**config.mk**
```make
export PLATFORM = sky130hd
export DESIGN_NAME = sbst_tap
export DESIGN_NICKNAME = d
export VERILOG_FILES = /design/src/sbst_pkg.sv /design/src/sbst_sync.sv /design/src/sbst_fsm.sv /design/src/sbst_tap.sv
export VERILOG_INCLUDE_DIRS = /design/src
export SDC_FILE = /design/constraint.sdc
export NUM_CORES = 1
export LEC_CHECK = 0
export BUFFER_PORTS_ARGS = -buffer_cell sky130_fd_sc_hd__buf_2
export CORE_MARGIN = 2
export CORE_UTILIZATION = 60
export CTS_CLUSTER_SIZE = 40
export DETAILED_ROUTE_END_ITERATION = 7
export PLACE_DENSITY = 0.83
export SYNTH_ARGS = -nofsm -noshare
export SYNTH_HDL_FRONTEND = slang
export SYNTH_SLANG_ARGS = --single-unit
```
**constraint.sdc**
```tcl
create_clock -name sys_clk -period 6.7 [get_ports sys_clk]
set_input_delay 1.675 -clock sys_clk [delete_from_list [all_inputs] [get_ports sys_clk]]
set_output_delay 1.675 -clock sys_clk [all_outputs]
set_load 0.05 [all_outputs]
```
**src/sbst_consts.svh**
```systemverilog
// constants of the sram boundary-scan test port: widths, opcodes, reset values
// assumes inclusion by bare name from every file that needs them
`ifndef SBST_CONSTS_SVH
`define SBST_CONSTS_SVH

// register widths
`define SBST_IR_W 3
`define SBST_ID_W 32
`define SBST_BSR_W 16

// instruction opcodes; the three remaining codes are reserved
`define SBST_OP_EXTEST 3'h0
`define SBST_OP_IDCODE 3'h1
`define SBST_OP_SAMPLE_Z 3'h2
`define SBST_OP_SAMPLE 3'h4
`define SBST_OP_BYPASS 3'h7

// value loaded into the instruction shifter in capture-ir (low bits 01)
`define SBST_IR_CAPTURE 3'h1

// level of the test pins when nothing drives them (pulled up)
`define SBST_PULL_LEVEL 1'h1

// bypass value captured in capture-dr
`define SBST_BYPASS_CAPTURE 1'h0

`endif

```
**src/sbst_pkg.sv**
```systemverilog
// types of the sram boundary-scan test port
// assumes nothing of its surroundings
package sbst_pkg;

	typedef enum logic [3:0] {
		SBST_EXIT2_DR = 4'h0,
		SBST_EXIT1_DR = 4'h1,
		SBST_SHIFT_DR = 4'h2,
		SBST_PAUSE_DR = 4'h3,
		SBST_SEL_IR = 4'h4,
		SBST_UPDATE_DR = 4'h5,
		SBST_CAPTURE_DR = 4'h6,
		SBST_SEL_DR = 4'h7,
		SBST_EXIT2_IR = 4'h8,
		SBST_EXIT1_IR = 4'h9,
		SBST_SHIFT_IR = 4'ha,
		SBST_PAUSE_IR = 4'hb,
		SBST_IDLE = 4'hc,
		SBST_UPDATE_IR = 4'hd,
		SBST_CAPTURE_IR = 4'he,
		SBST_RESET = 4'hf
	} sbst_state_t;

	typedef enum logic [1:0] {
		SBST_PATH_BYPASS = 2'h0,
		SBST_PATH_ID = 2'h1,
		SBST_PATH_BSR = 2'h2
	} sbst_path_t;

endpackage : sbst_pkg

```
**src/sbst_sync.sv**
```systemverilog
// two-flop synchroniser for a vector of asynchronous pins
// assumes each bit is independent; no bus coherence is given
`timescale 1ns/1ns
`default_nettype none

module sbst_sync #(
	parameter int W = 1,
	parameter logic [W-1:0] RST_VAL = '0
) (
	// clock and reset
	input wire logic sys_clk,
	input wire logic rst,
	// pins and their synchronised copy
	input wire logic [W-1:0] async_in,
	output logic [W-1:0] sync_q
);

	logic [W-1:0] meta_q;

	// meta_q is read by sync_q only
	always_ff @(posedge sys_clk or posedge rst) begin
		if (rst) begin
			meta_q <= RST_VAL;
			sync_q <= RST_VAL;
		end else begin
			meta_q <= async_in;
			sync_q <= meta_q;
		end
	end

endmodule : sbst_sync

`default_nettype wire

```
**src/sbst_fsm.sv**
```systemverilog
// tap controller state register with the sixteen-state sequence
// assumes step is a one-cycle pulse per rising test clock edge
`timescale 1ns/1ns
`default_nettype none

module sbst_fsm import sbst_pkg::*; (
	// clock and reset
	input wire logic sys_clk,
	input wire logic rst,
	// rising test clock edge and sampled mode select
	input wire logic step,
	input wire logic tms,
	// current state
	output sbst_state_t state_q
);

	sbst_state_t state_d;

	always_comb begin
		state_d = state_q;
		case (state_q)
			SBST_RESET: state_d = tms ? SBST_RESET : SBST_IDLE;
			SBST_IDLE: state_d = tms ? SBST_SEL_DR : SBST_IDLE;
			SBST_SEL_DR: state_d = tms ? SBST_SEL_IR : SBST_CAPTURE_DR;
			SBST_CAPTURE_DR: state_d = tms ? SBST_EXIT1_DR : SBST_SHIFT_DR;
			SBST_SHIFT_DR: state_d = tms ? SBST_EXIT1_DR : SBST_SHIFT_DR;
			SBST_EXIT1_DR: state_d = tms ? SBST_UPDATE_DR : SBST_PAUSE_DR;
			SBST_PAUSE_DR: state_d = tms ? SBST_EXIT2_DR : SBST_PAUSE_DR;
			SBST_EXIT2_DR: state_d = tms ? SBST_UPDATE_DR : SBST_SHIFT_DR;
			SBST_UPDATE_DR: state_d = tms ? SBST_SEL_DR : SBST_IDLE;
			SBST_SEL_IR: state_d = tms ? SBST_RESET : SBST_CAPTURE_IR;
			SBST_CAPTURE_IR: state_d = tms ? SBST_EXIT1_IR : SBST_SHIFT_IR;
			SBST_SHIFT_IR: state_d = tms ? SBST_EXIT1_IR : SBST_SHIFT_IR;
			SBST_EXIT1_IR: state_d = tms ? SBST_UPDATE_IR : SBST_PAUSE_IR;
			SBST_PAUSE_IR: state_d = tms ? SBST_EXIT2_IR : SBST_PAUSE_IR;
			SBST_EXIT2_IR: state_d = tms ? SBST_UPDATE_IR : SBST_SHIFT_IR;
			SBST_UPDATE_IR: state_d = tms ? SBST_SEL_DR : SBST_IDLE;
			default: state_d = SBST_RESET;
		endcase
	end

	// any state reaches reset after five tms-high edges
	always_ff @(posedge sys_clk or posedge rst) begin
		if (rst) begin
			state_q <= SBST_RESET;
		end else if (step) begin
			state_q <= state_d;
		end
	end

endmodule : sbst_fsm

`default_nettype wire

```
**src/sbst_tap.sv**
```systemverilog
// top of the sram boundary-scan test port: registers, path select, test data out
// assumes test pins arrive asynchronously and sys_clk runs well above the test clock
`timescale 1ns/1ns
`default_nettype none

`include "sbst_consts.svh"

module sbst_tap import sbst_pkg::*; #(
	// arbitrary identification value, lsb set as usual for such codes
	parameter logic [`SBST_ID_W-1:0] ID_VALUE = 32'h0a5c_3001
) (
	// clock and reset
	input wire logic sys_clk,
	input wire logic rst,
	// test pins from the external controller
	input wire logic tck,
	input wire logic tms,
	input wire logic tdi,
	// pin ring observed by the boundary register
	input wire logic [`SBST_BSR_W-1:0] ring_pins,
	// test data out, three-state as output plus enable
	output logic tdo_o,
	output logic tdo_oe,
	// to the memory datapath
	output logic mem_out_hiz_q,
	// status
	output logic [`SBST_IR_W-1:0] instr_q,
	output logic tap_in_reset_q
);

	logic tck_s;
	logic tms_s;
	logic tdi_s;
	logic [`SBST_BSR_W-1:0] ring_s;
	logic tck_prev_q;
	logic tck_rise;
	logic tck_fall;
	sbst_state_t state_q;
	logic [`SBST_IR_W-1:0] ir_shift_q;
	logic [`SBST_ID_W-1:0] id_shift_q;
	logic [`SBST_BSR_W-1:0] bsr_q;
	logic bypass_q;
	logic tdo_d;
	logic tdo_q;
	logic tdo_oe_q;
	sbst_path_t path;
	// one strobe for each rising test clock edge that does work, plus in_shift, a level held through the two shift states
	logic cap_ir;
	logic sh_ir;
	logic upd_ir;
	logic cap_dr;
	logic sh_dr;
	logic to_reset;
	logic in_shift;
	wire logic [`SBST_BSR_W-1:0] bsr_d;

	// instruction to data path; reserved codes fall back to bypass
	function automatic sbst_path_t path_of(input logic [`SBST_IR_W-1:0] op);
		sbst_path_t p;
		p = SBST_PATH_BYPASS;
		if (op == `SBST_OP_IDCODE) begin
			p = SBST_PATH_ID;
		end else if (op == `SBST_OP_EXTEST || op == `SBST_OP_SAMPLE_Z) begin
			p = SBST_PATH_BSR;
		end else if (op == `SBST_OP_SAMPLE) begin
			p = SBST_PATH_BSR;
		end
		return p;
	endfunction : path_of

	// instructions that float the memory outputs
	function automatic logic floats_outputs(input logic [`SBST_IR_W-1:0] op);
		return (op == `SBST_OP_EXTEST) || (op == `SBST_OP_SAMPLE_Z);
	endfunction : floats_outputs

	// mode select resets to the pulled-up level so an idle port sits in reset
	sbst_sync #(
		.W(1),
		.RST_VAL(`SBST_PULL_LEVEL)
	) u_sync_tms (
		.sys_clk(sys_clk),
		.rst(rst),
		.async_in(tms),
		.sync_q(tms_s)
	);

	// data in is pulled up as well
	sbst_sync #(
		.W(1),
		.RST_VAL(`SBST_PULL_LEVEL)
	) u_sync_tdi (
		.sys_clk(sys_clk),
		.rst(rst),
		.async_in(tdi),
		.sync_q(tdi_s)
	);

	sbst_sync #(
		.W(1),
		.RST_VAL(1'h0)
	) u_sync_tck (
		.sys_clk(sys_clk),
		.rst(rst),
		.async_in(tck),
		.sync_q(tck_s)
	);

	// ring pins move on the fast memory clock; a value mid-change is not guaranteed
	sbst_sync #(
		.W(`SBST_BSR_W),
		.RST_VAL('0)
	) u_sync_ring (
		.sys_clk(sys_clk),
		.rst(rst),
		.async_in(ring_pins),
		.sync_q(ring_s)
	);

	// test clock edges found on the synchronised copy
	// both flops reset low like the tied-low idle pin, so reset makes no false edge
	always_ff @(posedge sys_clk or posedge rst) begin
		if (rst) begin
			tck_prev_q <= 1'h0;
		end else begin
			tck_prev_q <= tck_s;
		end
	end

	assign tck_rise = tck_s & ~tck_prev_q;
	assign tck_fall = ~tck_s & tck_prev_q;

	// state machine steps only on rising edges
	sbst_fsm u_fsm (
		.sys_clk(sys_clk),
		.rst(rst),
		.step(tck_rise),
		.tms(tms_s),
		.state_q(state_q)
	);

	// only the held instruction picks the data path
	assign path = path_of(instr_q);

	// state decoded once here so every register acts on the same rising edge
	assign cap_ir = tck_rise && (state_q == SBST_CAPTURE_IR);
	assign sh_ir = tck_rise && (state_q == SBST_SHIFT_IR);
	assign upd_ir = tck_rise && (state_q == SBST_UPDATE_IR);
	assign cap_dr = tck_rise && (state_q == SBST_CAPTURE_DR);
	assign sh_dr = tck_rise && (state_q == SBST_SHIFT_DR);

	// driver enable follows the two shift states only
	assign in_shift = (state_q == SBST_SHIFT_IR) || (state_q == SBST_SHIFT_DR);

	// mirrors the state machine's way into reset, so the identification
	// instruction is already held in every cycle the port reports reset
	assign to_reset = tck_rise && ((state_q == SBST_RESET) ||
		((state_q == SBST_SEL_IR) && tms_s));

	// instruction register: shifter and the held instruction
	always_ff @(posedge sys_clk or posedge rst) begin
		if (rst) begin
			ir_shift_q <= `SBST_IR_CAPTURE;
		end else if (cap_ir || sh_ir) begin
			if (cap_ir) begin
				ir_shift_q <= `SBST_IR_CAPTURE;
			end else begin
				ir_shift_q <= {tdi_s, ir_shift_q[`SBST_IR_W-1:1]};
			end
		end
	end

	// a new instruction only acts once update-ir is left
	always_ff @(posedge sys_clk or posedge rst) begin
		if (rst) begin
			instr_q <= `SBST_OP_IDCODE;
		end else if (to_reset || upd_ir) begin
			if (to_reset) begin
				instr_q <= `SBST_OP_IDCODE;
			end else begin
				instr_q <= ir_shift_q;
			end
		end
	end

	// identification register
	always_ff @(posedge sys_clk or posedge rst) begin
		if (rst) begin
			id_shift_q <= '0;
		end else if (path == SBST_PATH_ID) begin
			if (cap_dr) begin
				id_shift_q <= ID_VALUE;
			end else if (sh_dr) begin
				id_shift_q <= {tdi_s, id_shift_q[`SBST_ID_W-1:1]};
			end
		end
	end

	// boundary cells: capture the ring or take the neighbour toward tdi
	for (genvar i = 0; i < `SBST_BSR_W; i++) begin : g_bsr_cell
		if (i == `SBST_BSR_W - 1) begin : g_msb
			assign bsr_d[i] = cap_dr ? ring_s[i] : tdi_s;
		end else begin : g_inner
			assign bsr_d[i] = cap_dr ? ring_s[i] : bsr_q[i + 1];
		end
	end

	// boundary register: capture only; with no preload latch update-dr acts like pause
	always_ff @(posedge sys_clk or posedge rst) begin
		if (rst) begin
			bsr_q <= '0;
		end else if ((cap_dr || sh_dr) && path == SBST_PATH_BSR) begin
			bsr_q <= bsr_d;
		end
	end

	// bypass register; capture clears it, so its first bit out is always zero
	always_ff @(posedge sys_clk or posedge rst) begin
		if (rst) begin
			bypass_q <= `SBST_BYPASS_CAPTURE;
		end else if (path == SBST_PATH_BYPASS) begin
			if (cap_dr) begin
				bypass_q <= `SBST_BYPASS_CAPTURE;
			end else if (sh_dr) begin
				bypass_q <= tdi_s;
			end
		end
	end

	// serial output source
	always_comb begin
		tdo_d = bypass_q;
		if (state_q == SBST_SHIFT_IR) begin
			tdo_d = ir_shift_q[0];
		end else begin
			case (path)
				SBST_PATH_ID: tdo_d = id_shift_q[0];
				SBST_PATH_BSR: tdo_d = bsr_q[0];
				default: tdo_d = bypass_q;
			endcase
		end
	end

	// output moves on falling edges so the controller samples a settled bit
	// it lags the pin fall by about three system clocks, well inside a low phase
	always_ff @(posedge sys_clk or posedge rst) begin
		if (rst) begin
			tdo_q <= `SBST_PULL_LEVEL;
		end else if (tck_fall) begin
			tdo_q <= tdo_d;
		end
	end

	// driver on only for bits shifted in either shift state
	always_ff @(posedge sys_clk or posedge rst) begin
		if (rst) begin
			tdo_oe_q <= 1'h0;
		end else if (tck_fall) begin
			tdo_oe_q <= in_shift;
		end
	end

	assign tdo_o = tdo_q;
	assign tdo_oe = tdo_oe_q;

	// memory outputs float only on explicit request; reset keeps memory usable
	// one clock behind instr_q; the memory itself never stops for the port
	always_ff @(posedge sys_clk or posedge rst) begin
		if (rst) begin
			mem_out_hiz_q <= 1'h0;
		end else begin
			mem_out_hiz_q <= floats_outputs(instr_q);
		end
	end

	// status lags the state register by one clock
	always_ff @(posedge sys_clk or posedge rst) begin
		if (rst) begin
			tap_in_reset_q <= 1'h1;
		end else begin
			tap_in_reset_q <= (state_q == SBST_RESET);
		end
	end

endmodule : sbst_tap

`default_nettype wire

```
==> results.cfg, run 1 <==
[synthesis]
synth_top_area_cell = dfrtp_1
ys_ff_latch = 102
yosysTopAreaCellShare_pct = 56.1
ys_top_cells_by_area = dfrtp_1 (56%), mux2_2 (15%), dfstp_2 (7.9%)
async_flop_share_pct = 100
synthTopCellsByCount = dfrtp_1 (90), mux2_2 (55), nor2b_1 (21), nor2_1 (18), inv_1 (13)
yosysWarnings = 0
netlist_instances = 289
syn_nets = 310
syn_area_um2 = 4010
ys_seq_area_share_pct = 64.0
synth_area_per_cell_um2 = 13.9
synth_edf_count = 0
synth.distinct_cells = 41
synth.most_common_cell = dfrtp_1
ys.flop_type = dfrtp_1

[die]
die_y_um = 85.8
initial_core_util_pct = 62.5
core_region_area_um2 = 6420
pin_count = 28
floorplan.die_area_um2 = 7360
die_x_um = 85.8
placementRows = 29

[drt]
remaining_drc_errors = 2
vias_per_cell = 5.50
firstDrtPassIters = 8
wl_um = 6230
vias = 2178
detail-route-antenna-nets = 0
drt_iter0_drc = 159
post_drt_wl_per_cell_um = 15.7

[pwr]
p_total_uw = 1600
power.density_nw_per_um2 = 362
clkPwrFrac_pct = 24.6
p_leak_uw = 0.00204
peakVddDrop_mv = 0.210
power_frac_comb_pct = 23.2
pwr-share-seq_pct = 52.2
p_int_uw = 1090
p_sw_uw = 507
p_sw_share_pct = 31.7

[setup_path]
critPathArrivalTime_ps = 1210
max_stage_delay_ps = 580
cp_slowest_cell = dfstp_2
path_cells = buf_2
critPathMaxFanout = 7
path_class = reg2out
critPathCaptureType = output pin
required_ps = 5030
startpoint_type = flip-flop
crit_family = flip-flops
cp_num_buf_inv = 1

[cts]
root_buffer = clkbuf_8
cts_resized = 0
clk_pin_slew_ps = 100
cts_buffer_depth = 2
hold_buffers = 0
cts_sinks = 102
cts_buffers = 9
cts_tree = yes
clk_latency_ps = 370
htree_levels = 3
cts_setup_buffers = 0

[sta]
fmax_mhz = 346
finalSetupViolations = 0
setup_ws_ps = 3810
fin_setup_tns_ps = 0
hold_violations = 0
slew_headroom_pct = 27.4
rsz0062_at_grt = no
fin_skew_ps = 13.8
maxSlewViolCount = 0
period_minus_slack_ps = 2890
tightest_slew_ps = 1090
period_share_pct = 43.1

[finish]
area.growth.synth_to_final_pct = 9.70
diodes = 0
fin_util_pct = 68.5
n_fill_cell = 434
final_cells = 396
drive_gt1_share_pct = 36.7
finalNetCount = 335

[place]
place_inst = 380
dpl_worst_slack_ps = 3780
hpwl_um = 3830
port_buffers = 27
routabilityCongestion = 0.809

[global_routing]
overflow = 0
grt_pass1_vias = 2248
grt_max_degree = 64
antenna_found_initial = 0
track_usage_pct = 19.5
grt_pass1_wl_um = 10800

[job]
cap_violations = 0

[status]
status = complete, but fails checks
failed_checks = design-rule violations

[hold_path]
hold_path.class = reg2reg
## metrics by stage
stage | cell area, um^2 | hold slack [ps]
after CTS | 4400 | 359
after detailed placement | 4200 | 335
after global routing | 4400 | 364
after floorplan | 4010 | 331
after global placement | 4200 | 332
final | 4400 | 354
## logic make-up after synthesis
group	synth area share (%)
adder cells (fa/ha/maj)	0.249
multiplexers	18.2
AND/OR/NAND/NOR	10.3
flip-flops	64.0
buffers and inverters	3.43
AO/OA/AOI/OAI	3.80
## final timing paths
| path | start | slack, ps | endpoint | cells after the start |
|---|---|---|---|---|
| max | instr_q[0] | 3810 | instr_q[0] | 1 |
| max in group asynchronous | rst | 4250 | mem_out_hiz_q | 3 |
| min | u_sync_ring.meta_q[8] | 350 | u_sync_ring.sync_q[8] | 0 |
| max reg2reg | u_sync_tck.sync_q | 4300 | bsr_q[7] | 3 |
| min in group asynchronous | rst | 1320 | u_sync_ring.sync_q[4] | 2 |
| min reg2reg | u_sync_ring.meta_q[8] | 350 | u_sync_ring.sync_q[8] | 0 |
## final cells by class
| cell class | instances | area, um^2 | area share (%) |
|---|---|---|---|
| clock inverter | 7 | 82.6 | 1.88 |
| multi-input combinational | 158 | 1320 | 30.0 |
| clock buffer | 9 | 124 | 2.81 |
| timing repair buffer | 30 | 158 | 3.58 |
| tap | 77 | 96.3 | 2.19 |
| inverter | 13 | 51.3 | 1.17 |
| sequential | 102 | 2570 | 58.3 |
## worst register-to-register path, delay by kind of cell (launching register included)
kind	cells	cell delay, ps
DFF	1	450
muxes	1	430
and+or+nand+nor	2	1410
## cell usage in the layout (no fill, tap or decap), types with 2 or more instances in the layout
master     Yosys  final
buf_2          2     27
nand2_1        5      5
dfstp_2       12     12
nand4bb_1      2      2
nor3_1         2      2
nor2_1        18     18
dfrtp_1       90     90
mux2_2        55     55
clkinv_2       0      2
nand2b_1       3      3
mux2i_1       10     10
nor4b_1        2      2
a21oi_1        7      7
inv_1         13     12
inv_6          0      2
nor2b_1       21     21
o211ai_1       2      2
buf_4          1      3
nor4bb_1       4      3
clkbuf_8       0      9
nand4_1        2      2
o21ai_0        6      6
## power by group through the flow
stage	clock network (uW)	registers, uW	logic [uW]
after global routing	430	852	408
after floorplan	0	852	277
after CTS	401	834	374
final	393	834	369
after global placement	0	839	357
after detailed placement	0	846	370
## metal layers
metal	GRT usage (%)	routed length, um	vias to the layer above
met2	30.3	3050	44
li1	-	-	1040
met3	6.16	270	6
met4	6.49	82	0
met1	26.5	2820	1088
met5	0	0	-
## registers in the layout, indices dropped and copies added (netlist names)
name,count
tdo_o,1
u_sync_tck.meta_q,1
tap_in_reset_q,1
ir_shift_q,3
id_shift_q,32
tck_prev_q,1
u_fsm.state_q,4
u_sync_tdi.sync_q,1
bsr_q,16
u_sync_tms.sync_q,1
bypass_q,1
u_sync_tck.sync_q,1
u_sync_tdi.meta_q,1
tdo_oe,1
u_sync_ring.meta_q,16
instr_q,3
u_sync_ring.sync_q,16
mem_out_hiz_q,1
u_sync_tms.meta_q,1
(Power assumes the default switching activity.)
==> run 2: changes to the inputs <==
Settings changed: CORE_UTILIZATION 60 to 53, PLACE_DENSITY 0.83 to 0.78.
Clock period 6.7 ns to 2.5 ns, I/O delays scaled along.
==> results.cfg, run 2 (synthesis results as in run 1) <==
[sta]
fin_skew_ps = 9.76
rsz0062_at_grt = no
tightest_slew_ps = 625
hold_violations = 0
hold_slack_ps = 330
fmax_mhz = 500
maxSlewViolCount = 0
period_share_pct = 80.0
fin_setup_tns_ps = 0
finalSetupViolations = 0
slew_headroom_pct = 58.2
period_minus_slack_ps = 2000

[finish]
area.growth.synth_to_final_pct = 11.8
final_common_cell = dfrtp_1
final_cells = 422
fin_util_pct = 61.5
drive_gt1_share_pct = 37.5
largest_reg_flops = 32
largest-register = id_shift_q
layout_common_cells = dfrtp_1 (90), mux2_2 (55), buf_2 (27)
diodes = 0
finalNetCount = 339

[pwr]
power_frac_comb_pct = 23.7
p_leak_uw = 0.00205
power.density_nw_per_um2 = 949
p_int_uw = 2850
p_sw_share_pct = 33.0
clkPwrFrac_pct = 23.2
peakVddDrop_mv = 0.443
p_total_uw = 4250
pwr-share-seq_pct = 53.1
p_sw_uw = 1400

[setup_path]
critPathCaptureType = flip-flop
required_ps = 2750
r2r-end = id_shift_q[10]
rr_worst_depth = 4
critPathArrivalTime_ps = 2250
reg2reg_setup_slack_ps = 500
r2r-start = instr_q[0]
path_class = reg2reg
startpoint_type = flip-flop
critPathMaxFanout = 32

[cts]
cts_tree = yes
clk_latency_ps = 360
cts_resized = 0
cts_setup_buffers = 0
hold_buffers = 0
cts_sinks = 102
clk_pin_slew_ps = 110
cts_buffers = 9
cts_buffer_depth = 2
htree_levels = 3
root_buffer = clkbuf_8

[place]
port_buffers = 27
routabilityCongestion = 0.817
place_inst = 406
hpwl_um = 4060

[status]
status = finished clean

[global_routing]
grt_pass1_wl_um = 11000
overflow = 0
grt_pass1_vias = 2272
track_usage_pct = 16.9
antenna_found_initial = 0
grt_max_degree = 41

[job]
cap_violations = 0

[die]
die_x_um = 91.0
initial_core_util_pct = 55.0
pin_count = 28
floorplan.die_area_um2 = 8280
die_y_um = 91.0
placementRows = 31
core_region_area_um2 = 7290

[drt]
vias = 2229
wl_um = 6280
vias_per_cell = 5.28
remaining_drc_errors = 0
drt_iter0_drc = 132
firstDrtPassIters = 4
detail-route-antenna-nets = 0
post_drt_wl_per_cell_um = 14.9

[hold_path]
hold_path.class = in2async
-- run 2: worst max path at each step --
stage / start / to / slack, ps
2_1_floorplan: instr_q[0] / id_shift_q[31] / 340
6_report: instr_q[0] / id_shift_q[10] / 500
5_1_grt: u_fsm.state_q[1] / id_shift_q[31] / 440
3_3_place_gp: instr_q[0] / id_shift_q[14] / 560
3_5_place_dp: instr_q[0] / id_shift_q[31] / 520
4_1_cts: instr_q[0] / id_shift_q[31] / 500
-- run 2: power groups by stage --
| stage | sequential [uW] | clock, uW | combinational, uW |
|---|---|---|---|
| floorplan | 2280 | 0 | 744 |
| global placement | 2270 | 0 | 976 |
| detailed placement | 2290 | 0 | 1010 |
| CTS | 2260 | 1010 | 1020 |
| global route | 2320 | 1080 | 1110 |
| finish | 2260 | 986 | 1010 |
-- run 2: layer usage --
layer	track usage, %	wire (um)
met1	23.7	2950
met2	25.2	2950
met3	3.98	259
met4	7.32	129
met5	0	0
-- run 2: area by class of cell --
class | instances | area (um^2)
flip-flops and latches | 102 | 2570
clock buffers | 9 | 124
well taps | 99 | 124
repair buffers | 34 | 225
fillers | 605 | 2810
inverters | 13 | 52.6
clock inverters | 7 | 70.1
multi-input cells | 158 | 1320
-- run 2: critical path, cell delays in order (launching register included) --
cell and delay (ps):
dfstp_2 590, or3b_4 400, nor4_4 270, buf_12 250, mux2_2 360
-- run 2: through the flow --
| step | instance area, um^2 | worst slack, ps |
|---|---|---|
| finish | 4490 | 500 |
| CTS | 4490 | 499 |
| global placement | 4290 | 559 |
| global route | 4490 | 438 |
| floorplan | 4020 | 335 |
| detailed placement | 4290 | 516 |
==> run 3: changes to the inputs <==
Settings changed: CORE_UTILIZATION 53 to 59, PLACE_DENSITY 0.78 to 0.82.
Clock period 2.5 ns to 1.89 ns, I/O delays scaled along.
==> results.cfg, run 3 (synthesis results as in run 1) <==
[setup_path]
reg2reg_setup_slack_ps = -70
r2r-end = id_shift_q[4]
rr_worst_depth = 5
critPathArrivalTime_ps = 2210
cp-endpoint = id_shift_q[4]
r2r-start = instr_q[0]
cp-startpoint = instr_q[0]
critPathMaxFanout = 7
required_ps = 2140
startpoint_type = flip-flop
path_class = reg2reg
critPathCaptureType = flip-flop

[finish]
multi_input_area_um2 = 1410
final_common_cell = dfrtp_1
diodes = 0
drive_gt1_share_pct = 40.7
layout_common_cells = dfrtp_1 (89), mux2_2 (33), buf_2 (26)
fin_util_pct = 71.0
area.growth.synth_to_final_pct = 18.2
finalNetCount = 353
largest_reg_flops = 32
largest-register = id_shift_q
n_fill_cell = 429
seqCellArea_um2 = 2570

[drt]
detail-route-antenna-nets = 0
wl_um = 6980
drt_iter0_drc = 134
firstDrtPassIters = 4
remaining_drc_errors = 0
vias_per_cell = 5.53
vias = 2308
post_drt_wl_per_cell_um = 16.7

[sta]
slew_headroom_pct = 58.7
finalSetupViolations = 28
fmax_mhz = 511
fin_skew_ps = 10.1
hold_violations = 0
maxSlewViolCount = 0
rsz0062_at_grt = yes
period_share_pct = 104
setup_ws_ps = -68.3
period_minus_slack_ps = 1960
tightest_slew_ps = 612
hold_slack_ps = 203

[cts]
cts_tree = yes
htree_levels = 3
cts_buffers = 9
clk_latency_ps = 360
cts_sinks = 102
hold_buffers = 0
root_buffer = clkbuf_8
cts_buffer_depth = 2
clk_pin_slew_ps = 100

[global_routing]
grt_pass1_wl_um = 10500
grt_pass1_vias = 2265
antenna_found_initial = 0
overflow = 0
grt_max_degree = 103
track_usage_pct = 18.3

[place]
hpwl_um = 4020
routabilityCongestion = 0.822
port_buffers = 27

[pwr]
peakVddDrop_mv = 0.621
p_total_uw = 5910
power.density_nw_per_um2 = 1250
p_leak_uw = 0.00217

[status]
status = complete, but fails checks
failed_checks = negative setup slack

[die]
placementRows = 30
core_region_area_um2 = 6680
die_y_um = 86.5
pin_count = 28
floorplan.die_area_um2 = 7480
die_x_um = 86.5
initial_core_util_pct = 60.1

[job]
cap_violations = 0

[hold_path]
hold_path.class = in2reg
-- run 3: stage by stage --
step | cells | instance area [um^2] | worst slack (ps) | setup TNS [ps]
4_1_cts | 411 | 4600 | -125 | -2260
6_report | 417 | 4740 | -68.3 | -1200
3_3_place_gp | 395 | 4390 | -73.8 | -1220
3_5_place_dp | 395 | 4390 | -99.3 | -1770
5_1_grt | 417 | 4740 | -115 | -2680
2_1_floorplan | 289 | 4070 | -251 | -5410
-- run 3: cell type report --
class / instances / share of cell area, %
sequential: 102 / 54.2
tap: 80 / 2.11
inverter: 13 / 1.11
clock buffer: 10 / 2.90
clock inverter: 6 / 1.45
multi-input combinational: 158 / 29.7
timing repair buffer: 48 / 8.52
-- run 3: worst min path at each step --
stage                                     start                     to  cells past startpoint
after floorplan           u_sync_ring.meta_q[0]  u_sync_ring.sync_q[0]                      0
after global placement    u_sync_ring.meta_q[1]  u_sync_ring.sync_q[1]                      0
after detailed placement  u_sync_ring.meta_q[8]  u_sync_ring.sync_q[8]                      0
after CTS                                   tdi      u_sync_tdi.meta_q                      1
after global routing               ring_pins[2]  u_sync_ring.meta_q[2]                      1
final                                       tdi      u_sync_tdi.meta_q                      1
-- run 3: critical path: stages, from the launching register on --
cell and delay (ps):
dfstp_4 620, or3b_4 380, nor4_4 180, buf_4 190, clkbuf_16 160, mux2_4 300
-- run 3: power breakdown --
group | switching [uW] | internal, uW | total, uW
sequential | 267 | 2650 | 2920
combinational | 854 | 753 | 1610
clock | 728 | 655 | 1380
total | 1850 | 4060 | 5910
-- run 3: what timing repair did --
| action | 4_1_cts | 5_1_grt |
|---|---|---|
| setup buffers | 0 | 3 |
| pin swaps | 0 | 2 |
| cloned | 0 | 3 |
| endpoints found under the hold margin | 0 | 0 |
| gates resized for setup | 0 | 14 |
| setup endpoints to repair | 28 | 46 |
-- run 3: per-layer routing --
layer | global-route usage (%) | part of all wire [%]
met1 | 24.8 | 46
met2 | 27.8 | 48
met3 | 5.71 | 3.9
met4 | 7.10 | 1.7
met5 | 0 | 0
